===== src/inc/opp_map.svh =====
`ifndef OPP_MAP_SVH
`define OPP_MAP_SVH
`define OPP_AW 15
`define OPP_DW 8
`define OPP_CLK_NS 25
`define OPP_PW_NS 100000
`define OPP_PW_MIN_NS 95000
`define OPP_PW_MAX_NS 105000
`define OPP_SETUP_NS 2000
`define OPP_OE_NS 150
`define OPP_DFP_NS 130
`define OPP_SYNC_CYC 2
`define OPP_RETRY_MAX 4'ha
`define OPP_RETRY_W 4
`define OPP_TMR_W 13
`define OPP_CODE_SEL_BIT 0
`endif


===== src/inc/opp_pkg.sv =====
`include "opp_map.svh"
package opp_pkg;
  typedef enum logic [1:0] {RAIL_OFF, RAIL_NORM, RAIL_PROG} opp_rail_t;
  typedef enum logic [1:0] {PH_FIRST, PH_VERIFY, PH_FINAL, PH_ID} opp_phase_t;
  // pins toward the part; vcc prog is 6.5V, vpp prog 13.0V, norm 5.0V
  typedef struct packed {
    logic [`OPP_AW-1:0] addr;
    logic ce_n;
    logic oe_n;
    logic [`OPP_DW-1:0] dq_out;
    logic dq_oe;
    opp_rail_t vcc;
    opp_rail_t vpp;
    logic id_hv;
  } opp_pins_t;
  // least time, rounded up to whole cycles
  function automatic int opp_cyc_up(input int ns);
    return (ns + `OPP_CLK_NS - 1) / `OPP_CLK_NS;
  endfunction
  // longest time, rounded down
  function automatic int opp_cyc_dn(input int ns);
    return ns / `OPP_CLK_NS;
  endfunction
endpackage


===== src/design/opp_prog.sv =====
`timescale 1ns/1ps
`include "opp_map.svh"
module opp_prog
  import opp_pkg::*;
#(
  parameter logic [`OPP_AW-1:0] LAST_ADDR = '1,
  parameter int PW_NS = `OPP_PW_NS,
  parameter int SETUP_NS = `OPP_SETUP_NS
) (
  // clock and reset
  input wire logic i_ref_clk,
  input wire logic i_sys_rst,
  // user side
  input wire logic i_prog_start,
  input wire logic i_id_start,
  input wire logic [`OPP_DW-1:0] i_src_data,
  output logic o_busy,
  output logic o_done,
  output logic o_pass,
  output logic o_fail,
  output logic [`OPP_DW-1:0] o_mfr_code,
  output logic [`OPP_DW-1:0] o_dev_code,
  // part pins
  input wire logic [`OPP_DW-1:0] i_dq,
  output opp_pins_t o_pins
);
  localparam int TW = `OPP_TMR_W;
  localparam int PW_CYC = opp_cyc_up(PW_NS);
  localparam int PW_MIN_CYC = opp_cyc_up(`OPP_PW_MIN_NS);
  localparam int PW_MAX_CYC = opp_cyc_dn(`OPP_PW_MAX_NS);
  localparam int SU_CYC = opp_cyc_up(SETUP_NS);
  localparam int RD_CYC = opp_cyc_up(`OPP_OE_NS) + `OPP_SYNC_CYC;
  localparam int FLT_CYC = opp_cyc_up(`OPP_DFP_NS);
  localparam logic [TW-1:0] PW_LD = TW'(PW_CYC - 1);
  localparam logic [TW-1:0] SU_LD = TW'(SU_CYC - 1);
  localparam logic [TW-1:0] RD_LD = TW'(RD_CYC - 1);
  localparam logic [TW-1:0] FLT_LD = TW'(FLT_CYC - 1);

  if (PW_CYC < PW_MIN_CYC || PW_CYC > PW_MAX_CYC || PW_CYC >= (1 << TW)) begin : g_pw_chk
    $error("program pulse width outside its window");
  end
  if (SU_CYC < 2 || SU_CYC >= (1 << TW)) begin : g_su_chk
    $error("setup time unusable");
  end

  typedef enum logic [3:0] {
    S_IDLE, S_VCC_UP, S_VPP_UP, S_SET, S_PULSE, S_HOLD, S_OES, S_RD, S_FLT,
    S_VPP_DN, S_VCC_DN, S_VPP_OFF, S_VCC_OFF
  } opp_st_t;

  opp_st_t st_q;
  opp_phase_t phase_q;
  opp_pins_t pins_q;
  logic [`OPP_RETRY_W-1:0] retry_q;
  logic [`OPP_DW-1:0] dq_s1_q, dq_s2_q;
  logic ld_q, fire, match_q, busy_q, done_q, pass_q, fail_q;
  logic [TW-1:0] ld_cnt_q;
  logic [`OPP_DW-1:0] mfr_q, dev_q;

  ////////////////////////////////////////////////////////////////////////////
  // decode
  wire last_w = (pins_q.addr == LAST_ADDR);
  wire match_w = (dq_s2_q == i_src_data);
  wire retry_out_w = (retry_q == `OPP_RETRY_MAX);
  wire code_sel_w = pins_q.addr[`OPP_CODE_SEL_BIT];
  wire next_ce_n_w = !(phase_q == PH_ID || phase_q == PH_FINAL);

  assign o_pins = pins_q;
  assign o_busy = busy_q;
  assign o_done = done_q;
  assign o_pass = pass_q;
  assign o_fail = fail_q;
  assign o_mfr_code = mfr_q;
  assign o_dev_code = dev_q;

  opp_timer #(.CW(TW)) u_tmr (
    .i_ref_clk(i_ref_clk),
    .i_sys_rst(i_sys_rst),
    .i_load(ld_q),
    .i_count(ld_cnt_q),
    .o_fire(fire)
  );

  // data pins come from the part, outside our timing
  always_ff @(posedge i_ref_clk or posedge i_sys_rst) begin
    if (i_sys_rst) begin
      dq_s1_q <= '0;
      dq_s2_q <= '0;
    end else begin
      dq_s1_q <= i_dq;
      dq_s2_q <= dq_s1_q;
    end
  end

  ////////////////////////////////////////////////////////////////////////////
  // sequencer
  always_ff @(posedge i_ref_clk or posedge i_sys_rst) begin
    if (i_sys_rst) begin
      st_q <= S_IDLE;
      phase_q <= PH_FIRST;
      pins_q <= '{addr: '0, ce_n: 1'b1, oe_n: 1'b1, dq_out: '0, dq_oe: 1'b0,
                  vcc: RAIL_OFF, vpp: RAIL_OFF, id_hv: 1'b0};
      retry_q <= '0;
      ld_q <= 1'b0;
      ld_cnt_q <= '0;
      match_q <= 1'b0;
      busy_q <= 1'b0;
      done_q <= 1'b0;
      pass_q <= 1'b0;
      fail_q <= 1'b0;
      mfr_q <= '0;
      dev_q <= '0;
    end else begin
      ld_q <= 1'b0;
      done_q <= 1'b0;
      case (st_q)
        S_IDLE: begin
          if (i_prog_start || i_id_start) begin
            phase_q <= i_prog_start ? PH_FIRST : PH_ID;
            pins_q.addr <= '0;
            pins_q.vcc <= i_prog_start ? RAIL_PROG : RAIL_NORM;
            retry_q <= '0;
            busy_q <= 1'b1;
            pass_q <= 1'b0;
            fail_q <= 1'b0;
            ld_q <= 1'b1;
            ld_cnt_q <= SU_LD;
            st_q <= S_VCC_UP;
          end
        end
        S_VCC_UP: if (fire) begin
          // rail follows the core supply after its setup time
          pins_q.vpp <= (phase_q == PH_ID) ? RAIL_NORM : RAIL_PROG;
          pins_q.id_hv <= (phase_q == PH_ID);
          ld_q <= 1'b1;
          ld_cnt_q <= SU_LD;
          st_q <= S_VPP_UP;
        end
        S_VPP_UP: if (fire) begin
          ld_q <= 1'b1;
          ld_cnt_q <= SU_LD;
          st_q <= (phase_q == PH_ID) ? S_OES : S_SET;
        end
        S_SET: begin
          pins_q.dq_out <= i_src_data;
          pins_q.dq_oe <= 1'b1;
          if (fire) begin
            pins_q.ce_n <= 1'b0;
            ld_q <= 1'b1;
            ld_cnt_q <= PW_LD;
            st_q <= S_PULSE;
          end
        end
        S_PULSE: if (fire) begin
          pins_q.ce_n <= 1'b1;
          ld_q <= 1'b1;
          ld_cnt_q <= SU_LD;
          st_q <= S_HOLD;
        end
        S_HOLD: if (fire) begin
          pins_q.dq_oe <= 1'b0;
          ld_q <= 1'b1;
          ld_cnt_q <= SU_LD;
          if (phase_q == PH_FIRST && !last_w) begin
            pins_q.addr <= pins_q.addr + `OPP_AW'(1);
            st_q <= S_SET;
          end else if (phase_q == PH_FIRST) begin
            phase_q <= PH_VERIFY;
            pins_q.addr <= '0;
            retry_q <= '0;
            st_q <= S_OES;
          end else begin
            st_q <= S_OES;
          end
        end
        S_OES: if (fire) begin
          pins_q.oe_n <= 1'b0;
          pins_q.ce_n <= next_ce_n_w;
          ld_q <= 1'b1;
          ld_cnt_q <= RD_LD;
          st_q <= S_RD;
        end
        S_RD: if (fire) begin
          // sampled only after the valid delay plus the synchroniser
          match_q <= match_w;
          if (phase_q == PH_ID && !code_sel_w) begin
            mfr_q <= dq_s2_q;
          end
          if (phase_q == PH_ID && code_sel_w) begin
            dev_q <= dq_s2_q;
          end
          pins_q.oe_n <= 1'b1;
          pins_q.ce_n <= 1'b1;
          ld_q <= 1'b1;
          ld_cnt_q <= FLT_LD;
          st_q <= S_FLT;
        end
        S_FLT: if (fire) begin
          ld_q <= 1'b1;
          ld_cnt_q <= SU_LD;
          case (phase_q)
            PH_ID: begin
              if (!code_sel_w) begin
                pins_q.addr[`OPP_CODE_SEL_BIT] <= 1'b1;
                st_q <= S_OES;
              end else begin
                pass_q <= 1'b1;
                pins_q.id_hv <= 1'b0;
                pins_q.vpp <= RAIL_OFF;
                st_q <= S_VPP_OFF;
              end
            end
            PH_VERIFY: begin
              if (match_q && last_w) begin
                phase_q <= PH_FINAL;
                pins_q.vpp <= RAIL_NORM;
                st_q <= S_VPP_DN;
              end else if (match_q) begin
                pins_q.addr <= pins_q.addr + `OPP_AW'(1);
                retry_q <= '0;
                st_q <= S_OES;
              end else if (retry_out_w) begin
                fail_q <= 1'b1;
                pins_q.vpp <= RAIL_OFF;
                st_q <= S_VPP_OFF;
              end else begin
                retry_q <= retry_q + `OPP_RETRY_W'(1);
                st_q <= S_SET;
              end
            end
            default: begin
              if (!match_q || last_w) begin
                fail_q <= !match_q;
                pass_q <= match_q;
                pins_q.vpp <= RAIL_OFF;
                st_q <= S_VPP_OFF;
              end else begin
                pins_q.addr <= pins_q.addr + `OPP_AW'(1);
                st_q <= S_OES;
              end
            end
          endcase
        end
        S_VPP_DN: if (fire) begin
          pins_q.vcc <= RAIL_NORM;
          ld_q <= 1'b1;
          ld_cnt_q <= SU_LD;
          st_q <= S_VCC_DN;
        end
        S_VCC_DN: if (fire) begin
          pins_q.addr <= '0;
          ld_q <= 1'b1;
          ld_cnt_q <= SU_LD;
          st_q <= S_OES;
        end
        S_VPP_OFF: if (fire) begin
          pins_q.vcc <= RAIL_OFF;
          ld_q <= 1'b1;
          ld_cnt_q <= SU_LD;
          st_q <= S_VCC_OFF;
        end
        S_VCC_OFF: if (fire) begin
          busy_q <= 1'b0;
          done_q <= 1'b1;
          st_q <= S_IDLE;
        end
        default: st_q <= S_IDLE;
      endcase
    end
  end

  ////////////////////////////////////////////////////////////////////////////
  // checks
  logic [TW-1:0] ce_low_q;
  always_ff @(posedge i_ref_clk or posedge i_sys_rst) begin
    if (i_sys_rst) begin
      ce_low_q <= '0;
    end else begin
      ce_low_q <= pins_q.ce_n ? '0 : ce_low_q + TW'(1);
    end
  end

  property p_pw_len;
    @(posedge i_ref_clk) disable iff (i_sys_rst)
      ($rose(pins_q.ce_n) && phase_q != PH_ID && phase_q != PH_FINAL)
        |-> ($past(ce_low_q) >= TW'(PW_MIN_CYC) && $past(ce_low_q) <= TW'(PW_MAX_CYC));
  endproperty
  a_pw_len: assert property (p_pw_len) else $error("program pulse out of window");

  property p_prog_rails;
    @(posedge i_ref_clk) disable iff (i_sys_rst)
      ($fell(pins_q.ce_n) && pins_q.dq_oe) |-> (pins_q.vcc == RAIL_PROG && pins_q.vpp == RAIL_PROG);
  endproperty
  a_prog_rails: assert property (p_prog_rails) else $error("pulse without program rails");

  property p_no_read_first;
    @(posedge i_ref_clk) disable iff (i_sys_rst)
      (busy_q && phase_q == PH_FIRST) |-> pins_q.oe_n;
  endproperty
  a_no_read_first: assert property (p_no_read_first) else $error("read in first pass");

  property p_retry_pulse;
    @(posedge i_ref_clk) disable iff (i_sys_rst)
      (st_q == S_FLT && fire && phase_q == PH_VERIFY && !match_q && !retry_out_w)
        |=> (st_q == S_SET && retry_q == $past(retry_q) + `OPP_RETRY_W'(1));
  endproperty
  a_retry_pulse: assert property (p_retry_pulse) else $error("missed re-pulse");

  property p_fail_stop;
    @(posedge i_ref_clk) disable iff (i_sys_rst)
      (st_q == S_FLT && fire && phase_q == PH_VERIFY && !match_q && retry_q == `OPP_RETRY_MAX)
        |=> (fail_q && st_q == S_VPP_OFF && pins_q.vpp == RAIL_OFF);
  endproperty
  a_fail_stop: assert property (p_fail_stop) else $error("part not failed");

  property p_hold_addr;
    @(posedge i_ref_clk) disable iff (i_sys_rst)
      // the jump back to the first address when the verify pass opens is no advance
      (phase_q == PH_VERIFY && $past(phase_q) == PH_VERIFY && $changed(pins_q.addr))
        |-> $past(match_q);
  endproperty
  a_hold_addr: assert property (p_hold_addr) else $error("advanced on bad byte");

  property p_final_rails;
    @(posedge i_ref_clk) disable iff (i_sys_rst)
      (phase_q == PH_FINAL && !pins_q.oe_n) |-> (pins_q.vcc == RAIL_NORM && pins_q.vpp == RAIL_NORM);
  endproperty
  a_final_rails: assert property (p_final_rails) else $error("final read at wrong rails");

  property p_rail_order;
    @(posedge i_ref_clk) disable iff (i_sys_rst)
      (pins_q.vpp != RAIL_OFF) |-> (pins_q.vcc != RAIL_OFF && (pins_q.vpp != RAIL_PROG || pins_q.vcc == RAIL_PROG));
  endproperty
  a_rail_order: assert property (p_rail_order) else $error("rail ahead of core supply");

  property p_oe_read;
    @(posedge i_ref_clk) disable iff (i_sys_rst)
      $fell(pins_q.oe_n) |-> !pins_q.oe_n [*8] ##1 (pins_q.oe_n && !pins_q.dq_oe) [*6];
  endproperty
  a_oe_read: assert property (p_oe_read) else $error("read or float window short");

  property p_id_hv;
    @(posedge i_ref_clk) disable iff (i_sys_rst)
      (phase_q == PH_ID && !pins_q.oe_n) |-> (pins_q.id_hv && pins_q.vcc == RAIL_NORM);
  endproperty
  a_id_hv: assert property (p_id_hv) else $error("id read without high voltage");

  property p_retry_clr;
    @(posedge i_ref_clk) disable iff (i_sys_rst)
      (phase_q == PH_VERIFY && $changed(pins_q.addr)) |-> (retry_q == '0);
  endproperty
  a_retry_clr: assert property (p_retry_clr) else $error("retry count not cleared");
endmodule


===== src/design/opp_timer.sv =====
`timescale 1ns/1ps
`include "opp_map.svh"
module opp_timer #(
  parameter int CW = `OPP_TMR_W
) (
  // clock and reset
  input wire logic i_ref_clk,
  input wire logic i_sys_rst,
  // control
  input wire logic i_load,
  input wire logic [CW-1:0] i_count,
  output logic o_fire
);
  logic [CW-1:0] cnt_q;

  assign o_fire = (cnt_q == CW'(1)) && !i_load;

  always_ff @(posedge i_ref_clk or posedge i_sys_rst) begin
    if (i_sys_rst) begin
      cnt_q <= '0;
    end else if (i_load) begin
      cnt_q <= i_count;
    end else if (cnt_q != '0) begin
      cnt_q <= cnt_q - CW'(1);
    end
  end
endmodule


===== config.mk =====
export PLATFORM = sky130hd
export DESIGN_NAME = opp_prog
export DESIGN_NICKNAME = d
export VERILOG_FILES = /design/src/inc/opp_pkg.sv /design/src/design/opp_prog.sv /design/src/design/opp_timer.sv
export VERILOG_INCLUDE_DIRS = /design/src /design/src/inc
export SDC_FILE = /design/constraint.sdc
export NUM_CORES = 1
export LEC_CHECK = 0
export ABC_CLOCK_PERIOD_IN_PS = 3800
export BUFFER_PORTS_ARGS = -buffer_cell sky130_fd_sc_hd__buf_4
export CAP_MARGIN = 20
export CORE_MARGIN = 2
export CORE_UTILIZATION = 59
export CTS_BUF_LIST = sky130_fd_sc_hd__clkbuf_2 sky130_fd_sc_hd__clkbuf_4 sky130_fd_sc_hd__clkbuf_8
export DETAILED_ROUTE_END_ITERATION = 8
export MAX_ROUTING_LAYER = met4
export PLACE_DENSITY = 0.9
export SETUP_SLACK_MARGIN = 0.1
export SYNTH_ARGS = -nofsm -noshare
export SYNTH_HDL_FRONTEND = slang
export SYNTH_SLANG_ARGS = --single-unit

===== constraint.sdc =====
create_clock -name i_ref_clk -period 3.8 [get_ports i_ref_clk]
set_clock_uncertainty 0.2 [all_clocks]
set_input_delay 0.76 -clock i_ref_clk [delete_from_list [all_inputs] [get_ports i_ref_clk]]
set_output_delay 0.76 -clock i_ref_clk [all_outputs]
set_load 0.05 [all_outputs]

==> key figures, run 1 <==
Worst setup path
  – Delay-heaviest family, CP: simple AND/OR/NAND/NOR gates
  – Crit start category: flop
  – RR Startpoint: o_pins[16]$_DFFE_PP0P_
  – Critical path arrival: 3.40 ns
  – Worst path required time: 3.87 ns
  – CP max stage cell: nor4_1
  – Crit-path max FO: 17
  – CP endpoint kind: flop
  – Buf+Inv Stages, Crit Path: 0
  – Max stage delay on crit path: 0.71 ns
  – CP Launch Point: o_pins[16]$_DFFE_PP0P_
  – Setup CP Type: reg -> reg
  – Critical Path, Cell by Cell: ha_1, nand3_1, nor4_1, o21ai_1, and3b_1, a22o_1

Clocking
  – Hold-fix buffers at CTS: 0
  – Post-CTS setup buffers: 0
  – Clock Latency Late Sink: 0.38 ns
  – Clock Root Buffer: clkbuf_8
  – Max clock buf depth: 2
  – CTS tree: yes
  – CTS Buf Count: 9
  – Clk slew on worst S/H paths: 0.10 ns
  – H-tree Lvls: 3
  – CTS resizes: 0
  – Clock tree sinks: 97

Detailed routing
  – ANT nets after route: 0
  – First-pass detailed-route iteration total: 5
  – Wirelength, routed: 11100 um
  – DR WL/cell: 17.6 um
  – Vias: 3941
  – DRC viols: 0
  – DRT iter0 DRCs: 355
  – Avg Vias per Cell: 6.26

Pwr
  – Sw Share: 44.0%
  – Psw: 1.60 mW
  – Final Power: 3.64 mW
  – Pint: 2.04 mW
  – Comb power frac: 39.0%
  – Clock power frac: 18.3%
  – Worst IR drop on VDD: 0.511 mV
  – Seq pwr share: 42.7%
  – Power per cell area: 636 nW/um2
  – LEAKAGE: 2.52 nW

Yosys
  – Syn Nets: 484
  – Yosys top cell area share: 48.1%
  – Post-Synth XOR/XNOR Area: 3.37%
  – Synth top area cells: dfrtp_1, mux2_2, a21oi_1, o21ai_0, xnor2_1
  – Largest family of logic cells by synthesized area: simple AND/OR/NAND/NOR gates
  – Cell taking the most area after synthesis: dfrtp_1
  – Synth Area per Inst: 10.8 um2
  – Mapped Cells: 458
  – Post-synthesis mux area share: 6.59%
  – Async SR Flop Fraction: 100%
  – Post-synth cell types: 73
  – Sequential cell area fraction in the yosys report: 49.2%
  – Synthesized area: 4940 um2
  – Adder-Cell Fraction of Synth Area: 1.52%
  – Number of synthesized flops with an enable pin: 0
  – Top FF cell, synth: dfrtp_1
  – Synth Area in Compound Gates: 16.6%
  – Synth warn: 0
  – Synth Register Bits: 97
  – Synth Area in Simple Gates: 19.0%

Global route
  – Total track usage: 27.6%
  – Largest net degree at the start of global routing: 98
  – Global-route wire length before repair: 18900 um
  – Initial antenna violation count: 0
  – Overflow after GRT: 0
  – Number of global-route vias before repair: 3924

STA
  – Setup_tns: 0 ns
  – Final worst path period share: 87.7%
  – Fmax achieved: 300 MHz
  – Slew of the pin with the lowest slew margin: 1.02 ns
  – Fin. max-slew vios: 0
  – Hold Vio Cnt, Final: 0
  – Max_slew headroom: 31.2%
  – Unrepaired setup endpoints after global routing: no
  – Final Critical Period: 3.33 ns
  – Final-report setup violation count: 0
  – Final worst setup slack: 0.469 ns

Placement
  – Dpl hpwl: 7740 um
  – Pre-CTS setup slack: 0.614 ns
  – Port Buffers: 70
  – Placed Area: 5520 um2
  – GP Congestion: 0.881

Layout
  – Share of cells above drive strength 1: 26.3%
  – # fillers: 572
  – Antenna Cells: 0
  – Final net count: 546
  – Area grow syn2layout: 15.8%
  – Final instance area: 5720 um2

Die
  – Die area: 9120 um2
  – CORE AREA: 8180 um2
  – Die Width: 95.5 um
  – I/O pin count: 71
  – Die height: 95.5 um
  – Starting Density: 60.4%
  – # rows: 33

Run status
  – Status: finished, final reports clean

Min path
  – Hold wc startpoint: dq_s1_q[1]$_DFF_PP0_
  – Type of the worst min-delay path: reg -> reg

Job
  – Max_cap viols: 0
==> metrics by stage <==
stage	std cells	utilization, %	hold slack (ns)
after global placement	614	67.6	0.133
final	630	69.9	0.160
after floorplan	458	-	0.131
after CTS	630	69.9	0.162
after global routing	630	69.9	0.167
after detailed placement	614	67.6	0.136
==> per-layer routing <==
metal  GRT usage (%)  part of all wire [%]
met1            37.8                    43
met2            40.6                    48
met3            5.06                   6.5
met4            12.1                   2.5
met5               -                     0
==> flip-flops by register name, indices dropped and copies added, names as in the netlist <==
name	flops
o_pins	31
u_tmr.cnt_q	13
dq_s1_q	8
dq_s2_q	8
o_dev_code	8
o_mfr_code	8
ld_cnt_q	5
retry_q	4
st_q	4
phase_q	2
ld_q	1
match_q	1
o_busy	1
o_done	1
o_fail	1
o_pass	1
==> cell families after synthesis <==
kind of cell / Yosys count
and+or+nand+nor: 150
AOI/OAI and AO/OA: 116
DFF: 97
buffers and inverters: 41
muxes: 29
xor gates and xnor gates: 19
adders and majority gates: 6
==> power groups by stage <==
stage	clock network, mW	logic [mW]	registers, mW
floorplan	0	0.884	1.72
global placement	0	1.36	1.54
detailed placement	0	1.40	1.56
CTS	0.679	1.41	1.54
global route	0.732	1.53	1.60
finish	0.666	1.42	1.55
==> Yosys cell counts (all sizes together), types with 2 or more instances <==
| cell type | number |
|---|---|
| nand3 | 13 |
| nor2 | 23 |
| or2 | 3 |
| clkbuf | 9 |
| nand2 | 22 |
| a31oi | 5 |
| o211ai | 13 |
| and3 | 5 |
| nand2b | 5 |
| nor4 | 10 |
| buf | 15 |
| a22oi | 2 |
| dfstp | 2 |
| a21o | 3 |
| nor2b | 8 |
| and2 | 6 |
| or3 | 2 |
| xnor2 | 12 |
| a22o | 11 |
| and4 | 5 |
| a221oi | 3 |
| xor2 | 7 |
| nand4 | 10 |
| dfrtp | 95 |
| o22ai | 7 |
| o21ai | 27 |
| or4b | 2 |
| a41oi | 3 |
| a21oi | 25 |
| mux2 | 28 |
| nor3 | 17 |
| or4 | 4 |
| inv | 16 |
| a211oi | 4 |
| nand3b | 5 |
| nor3b | 2 |
| o2bb2ai | 3 |
| nand4b | 2 |
| ha | 6 |
==> final timing paths <==
check                                         endpoint  slack (ns)  cells after the start
worst max-delay path            o_pins[28]$_DFFE_PP0P_        0.47                      6
worst min-delay path              dq_s2_q[1]$_DFF_PP0_        0.16                      0
worst max register to register  o_pins[28]$_DFFE_PP0P_        0.47                      6
worst min register to register    dq_s2_q[1]$_DFF_PP0_        0.16                      0
max in group asynchronous       o_pins[15]$_DFFE_PP1P_        2.72                      3
min in group asynchronous       o_pins[18]$_DFFE_PP0P_        0.29                      3
==> cell usage in the layout (no fill, tap or decap), drive strengths merged, types with 17 or more instances in the layout <==
| master | instances |
|---|---|
| a21oi | 25 |
| mux2 | 28 |
| nand2 | 22 |
| o21ai | 27 |
| buf | 75 |
| nor2 | 23 |
| dfrtp | 95 |
| inv | 20 |
| nor3 | 17 |
==> area by class of cell <==
cell class | count | area [um2] | area share, %
clock buffers | 9 | 124 | 2.17
clock inverters | 7 | 70.1 | 1.23
inverters | 17 | 65.1 | 1.14
multi-input cells | 320 | 2320 | 40.6
flip-flops and latches | 97 | 2430 | 42.5
well taps | 105 | 131 | 2.30
repair buffers | 75 | 576 | 10.1
Power figures use the tool's default switching activity.
==> run 2, diff against run 1 <==
CORE_ASPECT_RATIO = 1.2   (was not set)
HOLD_SLACK_MARGIN = 0.02   (was not set)
==> key figures, run 2 (same netlist as run 1, synthesis figures left out) <==
Run status
  – Status: finished, final reports clean (unchanged)

STA
  – Hold WS: 0.158 ns (was 0.160 ns)
  – Max_slew headroom: 46.5% (was 31.2%)
  – Final Critical Period: 3.14 ns (was 3.33 ns)
  – Slew of the pin with the lowest slew margin: 0.801 ns (was 1.02 ns)
  – Fmax achieved: 319 MHz (was 300 MHz)
  – Fin. max-slew vios: 0 (unchanged)
  – Final-report setup violation count: 0 (unchanged)
  – Unrepaired setup endpoints after global routing: no (unchanged)
  – Hold Vio Cnt, Final: 0 (unchanged)
  – Final worst path period share: 82.6% (was 87.7%)
  – Setup_tns: 0 ns (unchanged)
  – Final worst setup slack: 0.663 ns (was 0.469 ns)

Pwr
  – LEAKAGE: 2.54 nW (was 2.52 nW)
  – Worst IR drop on VDD: 0.355 mV (was 0.511 mV)
  – Power per cell area: 646 nW/um2 (was 636 nW/um2)
  – Final Power: 3.71 mW (was 3.64 mW)

Detailed routing
  – DRC viols: 0 (unchanged)
  – ANT nets after route: 0 (unchanged)
  – Wirelength, routed: 11700 um (was 11100 um)
  – Vias: 3987 (was 3941)
  – First-pass detailed-route iteration total: 5 (unchanged)
  – DRT iter0 DRCs: 379 (was 355)
  – Avg Vias per Cell: 6.39 (was 6.26)
  – DR WL/cell: 18.7 um (was 17.6 um)

Layout
  – Share of cells above drive strength 1: 26.8% (was 26.3%)
  – Footprint of the multi-input gates: 2320 um2 (unchanged)
  – Antenna Cells: 0 (unchanged)
  – Register Area: 2430 um2 (unchanged)
  – Most common cell after layout, fill and taps aside: dfrtp_1 (unchanged)
  – Final instance area: 5740 um2 (was 5720 um2)
  – Most frequent cells in the layout: dfrtp_1, buf_4, o21ai_0, a21oi_1 (unchanged)
  – Final net count: 550 (was 546)
  – Post-layout util: 70.8% (was 69.9%)
  – Area grow syn2layout: 16.2% (was 15.8%)
  – Post-Layout Cell Count: 624 (was 630)
  – Largest register FFs: 31 (unchanged)
  – # fillers: 573 (was 572)

Die
  – # rows: 36 (was 33)
  – I/O pin count: 71 (unchanged)
  – CORE AREA: 8110 um2 (was 8180 um2)
  – Die area: 9120 um2 (about the same)
  – Die height: 104 um (was 95.5 um)
  – Starting Density: 60.9% (was 60.4%)
  – Die Width: 87.5 um (was 95.5 um)

Global route
  – Total track usage: 27.9% (was 27.6%)
  – Overflow after GRT: 0 (unchanged)
  – Global-route wire length before repair: 19300 um (was 18900 um)
  – Number of global-route vias before repair: 3844 (was 3924)
  – Largest net degree at the start of global routing: 49 (was 98)
  – Initial antenna violation count: 0 (unchanged)

Clocking
  – Clock Root Buffer: clkbuf_8 (unchanged)
  – CTS resizes: 0 (unchanged)
  – H-tree Lvls: 3 (unchanged)
  – CTS tree: yes (unchanged)
  – Clock tree sinks: 97 (unchanged)
  – Max clock buf depth: 2 (unchanged)
  – Clk slew on worst S/H paths: 0.10 ns (about the same)
  – Clock Latency Late Sink: 0.38 ns (about the same)
  – Hold-fix buffers at CTS: 0 (unchanged)
  – CTS Buf Count: 9 (unchanged)
  – Post-CTS setup buffers: 0 (unchanged)

Job
  – Max_cap viols: 0 (unchanged)

Worst setup path
  – Setup CP Type: reg -> reg (unchanged)
  – Critical Path, Cell by Cell: ha_1, nand3_1, or4_1, a31oi_4, and3b_1, a22o_1 (was ha_1, nand3_1, nor4_1, o21ai_1, and3b_1, a22o_1)
  – CP max stage cell: or4_1 (was nor4_1)
  – Crit-path max FO: 17 (unchanged)
  – Crit start category: flop (unchanged)
  – Buf+Inv Stages, Crit Path: 0 (unchanged)
  – Delay-heaviest family, CP: simple AND/OR/NAND/NOR gates (unchanged)
  – CP endpoint kind: flop (unchanged)
  – Worst path required time: 3.87 ns (about the same)
  – Critical path arrival: 3.21 ns (was 3.40 ns)
  – Max stage delay on crit path: 0.71 ns (about the same)

Placement
  – Placed Area: 5520 um2 (about the same)
  – Port Buffers: 70 (unchanged)
  – Pre-CTS setup slack: 0.733 ns (was 0.614 ns)
  – Inst Count DP: 607 (was 614)
  – GP Congestion: 0.910 (was 0.881)
  – Dpl hpwl: 8100 um (was 7740 um)

Min path
  – Type of the worst min-delay path: reg -> reg (unchanged)
-- run 2: cell count changes in the layout (fill, tap and decap cells not counted), sizes merged --
cell    previous run  this run
bufinv             0         1
buf               75        79
inv               20        18
clkinv             4         5
-- run 2: layout make-up --
cell class | instances | area share, %
Tap cell | 95 | 2.07
Sequential cell | 97 | 42.3
Clock inverter | 7 | 1.55
Inverter | 17 | 1.13
Timing Repair Buffer | 79 | 10.3
Clock buffer | 9 | 2.16
Multi-Input combinational cell | 320 | 40.4
-- run 2: path summary, 6_finish.rpt --
check                                       startpoint                     end  slack [ns]  cells past startpoint
worst min register to register    dq_s1_q[3]$_DFF_PP0_    dq_s2_q[3]$_DFF_PP0_        0.16                      0
worst min-delay path              dq_s1_q[3]$_DFF_PP0_    dq_s2_q[3]$_DFF_PP0_        0.16                      0
worst max register to register  o_pins[16]$_DFFE_PP0P_  o_pins[22]$_DFFE_PP0P_        0.66                      6
max in group asynchronous                    i_sys_rst  o_pins[14]$_DFFE_PP1P_        2.33                      3
min in group asynchronous                    i_sys_rst    dq_s1_q[5]$_DFF_PP0_        0.31                      2
worst max-delay path            o_pins[16]$_DFFE_PP0P_  o_pins[22]$_DFFE_PP0P_        0.66                      6
-- run 2: report_power, final --
part           internal (mW)  switching, mW  leakage, nW
clock                  0.319          0.401        0.109
sequential              1.24          0.314         1.22
combinational          0.540          0.896         1.21
-- run 2: per-layer routing --
metal,vias to the layer above,GRT usage [%],wire [um]
li1,1832,-,-
met1,1985,37.3,4960
met2,150,42.3,5880
met3,20,4.52,570
met4,0,11.8,273
met5,-,-,0
